`config.mk`:
```
export PLATFORM = sky130hd
export DESIGN_NAME = sram_host_ctrl
export DESIGN_NICKNAME = d
export VERILOG_FILES = /design/src/rtl/sram_ctrl_pkg.sv /design/src/rtl/phase_timer.sv /design/src/rtl/sram_host_ctrl.sv
export VERILOG_INCLUDE_DIRS = /design/src /design/src/rtl
export SDC_FILE = /design/constraint.sdc
export NUM_CORES = 1
export LEC_CHECK = 0
export BUFFER_PORTS_ARGS = -buffer_cell sky130_fd_sc_hd__buf_2
export CORE_AREA = 4 4 62 50
export DETAILED_ROUTE_END_ITERATION = 10
export DIE_AREA = 0 0 66 54
export GPL_ROUTABILITY_DRIVEN = 0
export GPL_TIMING_DRIVEN = 0
export PLACE_DENSITY_LB_ADDON = 0.12
export RECOVER_POWER = 100
export SYNTH_ARGS = -nofsm -noshare
export SYNTH_HDL_FRONTEND = slang
export SYNTH_SLANG_ARGS = --single-unit
```
`constraint.sdc`:
```
create_clock -name I_CLK -period 1.76 [get_ports I_CLK]
set_input_delay 0.352 -clock I_CLK [delete_from_list [all_inputs] [get_ports I_CLK]]
set_output_delay 0.352 -clock I_CLK [all_outputs]
set_load 0.005 [all_outputs]
```
`src/rtl/sram_ctrl_defines.svh`:
```
// Purpose: Timing and geometry constants for the static RAM controller.
// Assumes: 250 MHz controller clock, 4 ns period.
// Notes:   Times in ns; cycle counts are derived and rounded up.
`ifndef SRAM_CTRL_DEFINES_SVH
`define SRAM_CTRL_DEFINES_SVH

`define CLK_PERIOD_NS        4
`define ADDR_WIDTH           14
`define WORD_COUNT           16384
// Slower grade figures; they also cover the faster grade
`define WRITE_CYCLE_NS       70
`define ADDRESS_TO_WRITE_END_NS 50
`define CE_TO_WRITE_END_NS   60
`define DATA_TO_WRITE_END_NS 45
`define READ_CYCLE_NS        70
`define DIV_UP(t)            (((t) + `CLK_PERIOD_NS - 1) / `CLK_PERIOD_NS)
`define WRITE_CYCLES         `DIV_UP(`WRITE_CYCLE_NS)
`define CE_WRITE_CYCLES      `DIV_UP(`CE_TO_WRITE_END_NS)
`define ADDR_WRITE_CYCLES    `DIV_UP(`ADDRESS_TO_WRITE_END_NS)
`define DATA_WRITE_CYCLES    `DIV_UP(`DATA_TO_WRITE_END_NS)
`define READ_CYCLES          `DIV_UP(`READ_CYCLE_NS)
`define CNT_WIDTH            5

`endif

```
`src/rtl/sram_ctrl_pkg.sv`:
```
// Purpose: Types for the static RAM controller.
// Assumes: Defines header is available.
// Notes:   Holds only types.
`include "sram_ctrl_defines.svh"
package sram_ctrl_pkg;
   typedef logic [`ADDR_WIDTH-1:0] addr_t;
   typedef logic [`CNT_WIDTH-1:0]  count_t;
   typedef enum logic [1:0] {
      ST_IDLE,
      ST_READ,
      ST_WRITE,
      ST_RECOVER
   } state_t;
endpackage

```
`src/rtl/phase_timer.sv`:
```
// Purpose: Down-counter that times one phase of a RAM access.
// Assumes: Load and count never coincide with reset.
// Notes:   Done is registered; it rises the cycle the count reaches one.
`timescale 1ns/1ps
module phase_timer
   import sram_ctrl_pkg::*;
(
   input  wire logic                 i_clk,
   input  wire logic                 i_reset,
   input  wire logic                 i_load,
   input  wire sram_ctrl_pkg::count_t i_count,
   output logic                      o_done
);
   count_t count_reg;

   always_ff @(posedge i_clk or posedge i_reset) begin
      if (i_reset) begin
         count_reg <= '0;
      end else if (i_load) begin
         count_reg <= i_count;
      end else if (count_reg != '0) begin
         count_reg <= count_reg - count_t'(1);
      end
   end

   always_ff @(posedge i_clk or posedge i_reset) begin
      if (i_reset) begin
         o_done <= 1'b0;
      end else begin
         o_done <= !i_load && (count_reg == count_t'(2));
      end
   end
endmodule

```
`src/rtl/sram_host_ctrl.sv`:
```
// Purpose: Host-side controller driving a 16K x 1 asynchronous static RAM.
// Assumes: Request inputs synchronous to I_CLK; RAM pins go straight out.
// Notes:   All pins come from flip-flops, so no pin glitches mid-access.
//          Slower-grade figures are used throughout; they cover the faster
//          grade too, at the cost of a few cycles per access.
`timescale 1ns/1ps
`include "sram_ctrl_defines.svh"

// Operation
// RQ1: The RAM holds 16384 one-bit words on a 14-bit address with separate data in and out.
// RQ2: Chip enable and write strobe low write, enable low with strobe high reads, enable high deselects.
// RQ3: The write strobe stays high for the whole of every read.
// RQ4: Address changes only while chip enable or write strobe is high.
// RQ5: Ending a write by raising enable and strobe together leaves the RAM output floating.
// RQ6: Raising chip enable puts the RAM into standby on its own.
// RQ7: Lowering chip enable powers the RAM up on its own.
// RQ8: Successive writes start at least one write cycle apart.
// RQ9: The address is valid a set time before the write ends.
// RQ10: Chip enable is low a set time before the write ends.
// RQ11: Write data are valid a set time before the write ends.
// RQ12: The RAM floats its output within a set time of the write strobe falling.
// RQ13: The RAM may drive its output again as soon as a write ends.
module sram_host_ctrl
   import sram_ctrl_pkg::*;
(
   input  wire logic                 I_CLK,
   input  wire logic                 I_RESET,
   input  wire logic                 I_REQ,
   input  wire logic                 I_WRITE,
   input  wire sram_ctrl_pkg::addr_t I_ADDR,
   input  wire logic                 I_WDATA,
   input  wire logic                 I_RAM_DOUT,
   output logic                      O_READY,
   output logic                      O_RDATA,
   output logic                      O_RDATA_VALID,
   output sram_ctrl_pkg::addr_t      O_RAM_ADDR,
   output logic                      O_RAM_CE_N,
   output logic                      O_RAM_WE_N,
   output logic                      O_RAM_DIN
);
   import sram_ctrl_pkg::*;

   // Each write-end setup rounded up to whole cycles; the strobe pair
   // stays low for the longest of them, so one hold covers all four
   localparam int CYCLE_HOLD = `WRITE_CYCLES;      // RQ8
   localparam int ADDR_HOLD  = `ADDR_WRITE_CYCLES; // RQ9
   localparam int CE_HOLD    = `CE_WRITE_CYCLES;   // RQ10
   localparam int DATA_HOLD  = `DATA_WRITE_CYCLES; // RQ11

   // Read held a full cycle time so the data pin has settled at the end
   localparam int READ_HOLD  = `READ_CYCLES;

   // Constant function, used at elaboration only
   function automatic int larger(input int a, input int b);
      if (a > b) begin
         return a;
      end else begin
         return b;
      end
   endfunction

   localparam int WE_HOLD = larger(larger(CYCLE_HOLD, ADDR_HOLD),
                                   larger(CE_HOLD, DATA_HOLD));

   // Sequencer state, phase timer handshake and pin next values
   state_t state_reg;
   state_t state_next;
   logic   timer_load;
   count_t timer_count;
   logic   timer_done;
   logic   take;
   logic   read_end;
   logic   ce_n_next;
   logic   we_n_next;
   logic   ready_next;

   // One timer serves both kinds of access; they never overlap
   phase_timer u_timer (
      .i_clk   (I_CLK),
      .i_reset (I_RESET),
      .i_load  (timer_load),
      .i_count (timer_count),
      .o_done  (timer_done)
   );

   // A request is taken only from idle; one held high while busy is taken once idle
   assign take     = (state_reg == ST_IDLE) && I_REQ;
   assign read_end = (state_reg == ST_READ) && timer_done;

   // Access sequencer: idle, one timed phase, then for writes one
   // recovery cycle before the next access may start
   always_comb begin
      state_next = state_reg;
      case (state_reg)
         ST_IDLE: begin
            if (take && I_WRITE) begin
               state_next = ST_WRITE; // RQ2
            end else if (take) begin
               state_next = ST_READ; // RQ2
            end
         end
         ST_READ: begin
            // Data pin sampled on this same edge
            if (timer_done) begin
               state_next = ST_IDLE;
            end
         end
         ST_WRITE: begin
            // Both strobes rise together on the edge after the hold
            if (timer_done) begin
               state_next = ST_RECOVER;
            end
         end
         ST_RECOVER: begin
            // One idle cycle with strobes high: write recovery and hold
            state_next = ST_IDLE;
         end
         default: begin
            // Unused codes fall back to idle
            state_next = ST_IDLE;
         end
      endcase
   end

   // Phase length loaded on the take edge; the timer then runs alone
   always_comb begin
      timer_load  = 1'b0;
      timer_count = '0;
      case (state_reg)
         ST_IDLE: begin
            timer_load = take;
            if (I_WRITE) begin
               timer_count = count_t'(WE_HOLD); // RQ8 RQ9 RQ10 RQ11
            end else begin
               timer_count = count_t'(READ_HOLD);
            end
         end
         default: begin
            timer_load = 1'b0;
         end
      endcase
   end

   // Pin levels follow the next state so they change on the same edge
   // as the state, without a cycle of lag
   assign ce_n_next  = !(state_next == ST_READ || state_next == ST_WRITE);
   assign we_n_next  = (state_next != ST_WRITE);
   assign ready_next = (state_next == ST_IDLE);

   // Reset returns to idle with both strobes high
   always_ff @(posedge I_CLK or posedge I_RESET) begin
      if (I_RESET) begin
         state_reg <= ST_IDLE;
      end else begin
         state_reg <= state_next;
      end
   end

   // Address latched only on the take edge, while both strobes are high,
   // so it never moves inside a selected write
   always_ff @(posedge I_CLK or posedge I_RESET) begin
      if (I_RESET) begin
         O_RAM_ADDR <= '0;
      end else if (take) begin
         O_RAM_ADDR <= I_ADDR; // RQ4 RQ1
      end
   end

   // Write data set up with the address and held through the whole
   // strobe, far longer than the data setup asks
   always_ff @(posedge I_CLK or posedge I_RESET) begin
      if (I_RESET) begin
         O_RAM_DIN <= 1'b0;
      end else if (take && I_WRITE) begin
         O_RAM_DIN <= I_WDATA; // RQ11
      end
   end

   // Enable low only within an access; high leaves the RAM in standby
   always_ff @(posedge I_CLK or posedge I_RESET) begin
      if (I_RESET) begin
         O_RAM_CE_N <= 1'b1;
      end else begin
         O_RAM_CE_N <= ce_n_next; // RQ6 RQ7
      end
   end

   // Strobe falls with enable and both rise together at write end,
   // so the RAM output stays floating as the write closes
   always_ff @(posedge I_CLK or posedge I_RESET) begin
      if (I_RESET) begin
         O_RAM_WE_N <= 1'b1;
      end else begin
         O_RAM_WE_N <= we_n_next; // RQ3 RQ5 RQ10
      end
   end

   // Read data sampled on the last cycle of the read, when the access
   // time has run out; held until the next read completes
   always_ff @(posedge I_CLK or posedge I_RESET) begin
      if (I_RESET) begin
         O_RDATA <= 1'b0;
      end else if (read_end) begin
         O_RDATA <= I_RAM_DOUT; // RQ2
      end
   end

   // One-cycle pulse on the same edge as the sampled bit
   always_ff @(posedge I_CLK or posedge I_RESET) begin
      if (I_RESET) begin
         O_RDATA_VALID <= 1'b0;
      end else begin
         O_RDATA_VALID <= read_end;
      end
   end

   // Ready follows the next state, so it rises on the edge the sequencer returns
   // to idle; a waiting request is taken on the edge after that
   always_ff @(posedge I_CLK or posedge I_RESET) begin
      if (I_RESET) begin
         O_READY <= 1'b0;
      end else begin
         O_READY <= ready_next; // RQ8
      end
   end
endmodule

```
Word level (Yosys, flattened, before mapping)
Cells that the tools add are included.
Word-level totals
  flip-flop bits (word level): 28
  logic and storage cells: 38
Cells by class
  add/sub/neg operators: 1
  reduce and logical (&&, ||, !) cells: 11
  multiplexer cells: 9
  eq/ne operators: 7
Operator list (number)
  two-way mux 5 bit: 3
  two-way mux 2 bit: 4
  one-hot mux 2 bit (4 select lines): 1
  equality test 2 bit (second input constant): 3
  equality test 5 x 2 -> 1 bit (second input constant): 1
  nonzero test 5 bit: 1
  subtractor 5 x 1 -> 5 bit (second input constant): 1
  equality test 2 x 1 -> 1 bit (second input constant): 2
  logical AND 1 bit: 4
  logical NOT 2 bit: 2
  logical NOT 1 bit: 2
  inequality test 2 bit (second input constant): 1
  nonzero test 2 bit: 1
  logical OR 1 bit: 1
  two-way mux 1 bit: 1

Longest topological paths before layout
  word-level depth: 8
  mapped depth: 5
  gate-level depth less buffers: 5

Cells and area by module
A second synthesis with hierarchy kept.
Second synthesis, totals
  cells, all modules: 93
  area, all modules: 1283.7 um^2
By module, submodules not included
  sram_host_ctrl: cells an instance 60, sequential area each 553.0 um^2, times used 1, area each 948.4 um^2
  phase_timer: cells an instance 33, sequential area each 150.1 um^2, times used 1, area each 335.3 um^2

Worst setup path before layout
Ideal clock, no wire load.
  path kind: reg-to-reg
  start: reg u_timer.count_reg[0]
  end: reg u_timer.count_reg[1]
  path buffers: 0
  period minus slack after synthesis: 1.332 ns
  required time: 1.636 ns
  arrival time: 1.208 ns
  setup slack: 0.428 ns
  cell stages (with the launch flop): 6
  cells stage by stage: dfrtp_1 inv_1 ha_1 nor4b_4 mux2i_1 or2_1
Between the ends
  cells in the longest elaborated chain, start to end: 3
  elaborated cells between the ends (all ways): 5
  classes of those cells: 1 x add/sub; 2 x mux; 2 x reduce/logical
Ends and longest elaborated chain
  start: declaration: line phase_timer.sv:14  | count_t count_reg;
  start signal: assignment: line phase_timer.sv:20  | count_reg <= i_count;
  start signal: assignment: line phase_timer.sv:22  | count_reg <= count_reg - count_t'(1);
  subtractor 5 x 1 -> 5 bit: line phase_timer.sv:22
  two-way mux 5 bit: line phase_timer.sv:21  | end else if (count_reg != '0) begin
  two-way mux 5 bit: line phase_timer.sv:19  | end else if (i_load) begin
Several ways; a longest one is shown, not always the timed one. The select of a mux whose other input is x is not followed.
A chain may end at the register's enable or synchronous reset.

==> summary by stage <==
Route
The first detailed-routing pass ran for 2 iterations. Wires add up to 1950 um. In the routed design, unresolved DRC markers number 0.

The via-per-instance ratio is 4.68. After detailed routing, the average wire length per cell comes to 12.1 um. The iteration-0 DRC count of the detailed router is 10.

The remaining antenna violation count is 0. The via count of the routed design is ~760.

Worst setup path
For this design, the slowest cell found on the critical path is sky130_fd_sc_hd__dfrtp_1. The kind of cell with the highest combined delay along the critical path is flip-flops. The worst setup path is of the register to register kind.

The worst setup path is captured at a register. The signal on the critical path passes through nor3b_1 > buf_4 > mux2_2. The maximum fanout along the worst path is 10. For the worst setup path, the data required time is 1.98 ns. The largest single stage delay on the critical path is 0.44 ns.

The path depth of the worst reg2reg path is 3. The number of gates on the worst path with buffers counted is 3. STA classifies the critical path startpoint as a register.

The number of buffers and inverters on the critical path is 1. The arrival time reported for the critical path endpoint is 1.78 ns.

Min path
The path class of the tightest hold or removal check is input port to register. The instance count along the most critical hold path is 2.

Placement
Input and output buffers added on the ports amount to 39. The HPWL after detailed placement is 1470 um. The setup slack at placement is approximately 0.18 ns.

Finish
The filler cell count is 220. The area growth from synthesis to layout is 21.7%. The share of final-layout standard cells stronger than drive strength 1 is 44.4%.

The number of nets in the layout is 151. The number of inserted diodes is 0. The register with the most flip-flops in the layout has 14 of them.

Pwr
Sequential cells burn 49.6% of the power. Dividing total power by cell area gives a power density of 1600 mW/mm2. The internal power is around 0.0015 W. The fraction of power spent switching nets is 31.2%. The net load switching power is 0.000703 W.

Per report_power, the clock group accounts for a little over an eighth of the total. The standby leakage power is 0.666 nW. The share of power burned in combinational logic is 36.8%. The maximum vdd drop is around 0.89 mV.

Clocking
The number of sinks on the clock net is 28. The number of H-tree levels is 1. The number of setup buffers added after CTS is 0. The root buffer selected by CTS is sky130_fd_sc_hd__clkbuf_4.

The clock latency of the later-clocked register in the worst-skew pair is approximately 0.32 ns. The number of buffers on the longest clock path is 2. The register clock-pin slew on the reported worst setup and hold paths is 0.14 ns. The total of hold buffers inserted after clock tree synthesis is 0. The clock tree from TritonCTS is done. Post-CTS repair changed the size of 0 cells. Counting the buffers created by CTS gives 3.

Timing
Setup repair after global routing left no endpoint under its margin. The final number of max-transition violations is 0. At the pin with the least slew margin, the transition time is 1.03 ns.

The number of hold violations in the final report is 0. Measured against its own limit, the worst slew margin works out to a little under a third. The post-route setup TNS is 0 ns.

Across all setup checks in the final design, the least slack found is 0.194 ns. The total of endpoints with negative setup slack in the final report is 0. The ratio of final minimum period to clock period is between 80% and 90%. The worst clock skew is 0.00581 ns.

The final critical-path required period is 1.57 ns. The achievable frequency is 0.638 GHz.

GRT
After global routing the overflow that remains totals 0. For this run, the total global-route usage over all layers was measured as 12.2%. The via count of the first global-routing pass is approximately 750. The global-route wire length before repair is around 3200 um. The initial antenna violation count is 0.

The pin count of the biggest net entering global routing is 29.

Synth
The fraction of post-synthesis cell area in the top cell type by area is a little under three fifths. The synthesized design contains 28 register bits. The most repeated cell in the gate-level netlist after synthesis is sky130_fd_sc_hd__dfrtp_1. The largest family of logic cells by synthesized area is multiplexers.

The most common flop cell mapped by yosys is sky130_fd_sc_hd__dfrtp_1. The commonest cells after synthesis are sky130_fd_sc_hd__dfrtp_1, sky130_fd_sc_hd__mux2_2, sky130_fd_sc_hd__inv_1, sky130_fd_sc_hd__nor2_1, sky130_fd_sc_hd__ha_1. The number of distinct standard cells referenced by the synthesized netlist is 22.

The number of nets in the synthesized netlist is approximately 110. The count of yosys warnings during synthesis is 0. The fraction of synthesized cell area in xor and xnor cells is 0.756%. The number of enable flip-flop cells after synthesis is 0. After synthesis, the cell types taking the most area are sky130_fd_sc_hd__dfrtp_1, sky130_fd_sc_hd__mux2_2, sky130_fd_sc_hd__dfstp_2.

A synthesized cell averages 14.0 um2. The mux share of post-synthesis cell area is between 10% and 20%. The post-synthesis sequential area ratio is between 60% and 70%. The share of synthesized cell area in and, or, nand and nor gates is around a tenth.

The gate count after technology mapping is between 80 and 90. The synthesized netlist devotes 4.32% of its cell area to adder and majority cells. The area of the mapped netlist is 0.00116 mm2. sky130_fd_sc_hd__dfrtp_1 takes more of the synthesized area than any other cell. The post-synthesis async set-or-reset flop share is 100%. Summing the areas of all compound-gate instances in the mapped netlist gives slightly below 3% of the synthesized area.

Floorplanning
Pin placement for this block handled 40 I/O pins. The chip height is 54 um. The region available for standard cell placement spans ~0.0025 mm2. The die covers 0.00356 mm2. Row generation in the floorplan step produced 16 rows.

The overall die width is 66 um. The initial utilization of the core area, before any placement, comes to a little under half.

Run status
The run finished with clean final reports.

Run
Across the run, the number of max-cap violations was 0.
[final timing paths]
check | start | endpoint | slack (ns)
hold reg to reg | O_RDATA | O_RDATA | 0.52
max in group asynchronous | I_RESET | u_timer.count_reg[1] | 0.89
hold / removal | I_ADDR[7] | O_RAM_ADDR[7] | 0.25
setup / recovery | register | O_RAM_ADDR[12] | 0.19
setup reg to reg | register | O_RAM_ADDR[12] | 0.19
min in group asynchronous | I_RESET | O_RAM_ADDR[8] | 0.26
[per-stage QoR]
stage / util [%] / cells / hold WS [ns] / instance area, um2 / power [W]
after floorplan: - / 83 / 0.416 / 1160 / 0.00168
after global routing: 56.4 / 162 / 0.223 / 1410 / 0.00247
final: 56.4 / 162 / 0.250 / 1410 / 0.00225
after detailed placement: 55.9 / 158 / 0.490 / 1400 / 0.00203
after global placement: 55.9 / 158 / 0.485 / 1400 / 0.00199
after CTS: 57.4 / 162 / 0.231 / 1440 / 0.00235
[placed cells by master (no fill, tap or decap), drive strengths merged, types with 3 or more instances in the layout]
cell	instances
buf	32
clkbuf	13
dfrtp	26
ha	4
inv	6
mux2	17
nand2	3
nand2b	3
nor2	6
[power by group through the flow]
stage	logic (W)	clock network, W	registers [W]
global placement	0.000860	0	0.00113
finish	0.000829	0.000305	0.00112
detailed placement	0.000889	0	0.00114
CTS	0.000889	0.000326	0.00113
global route	0.000951	0.000349	0.00117
floorplan	0.000529	0	0.00115
[cell families (layout without fill, tap and decap cells)]
group	after synthesis	count (layout)
DFF	28	28
and+or+nand+nor	19	19
muxes	18	18
buffers and inverters	8	51
AOI/OAI and AO/OA	5	5
adders and majority gates	4	4
xor gates and xnor gates	1	1
[layout make-up]
type | count | area [um2] | share of cell area, %
sequential | 28 | 703 | 49.9
multi-input combinational | 47 | 404 | 28.7
timing repair buffer | 39 | 184 | 13.0
tap | 36 | 45.0 | 3.19
clock buffer | 4 | 36.3 | 2.57
inverter | 6 | 22.5 | 1.60
buffer | 2 | 15.0 | 1.06
[routing by layer]
| metal | GRT usage, % | vias to the layer above | routed length (um) |
|---|---|---|---|
| met5 | 0 | - | 0 |
| met3 | 4.59 | 2 | 140 |
| met2 | 20.1 | 24 | 905 |
| met1 | 15.7 | 362 | 897 |
| li1 | - | 370 | - |
| met4 | 2.03 | 0 | 10 |
(Power assumes the default switching activity.)
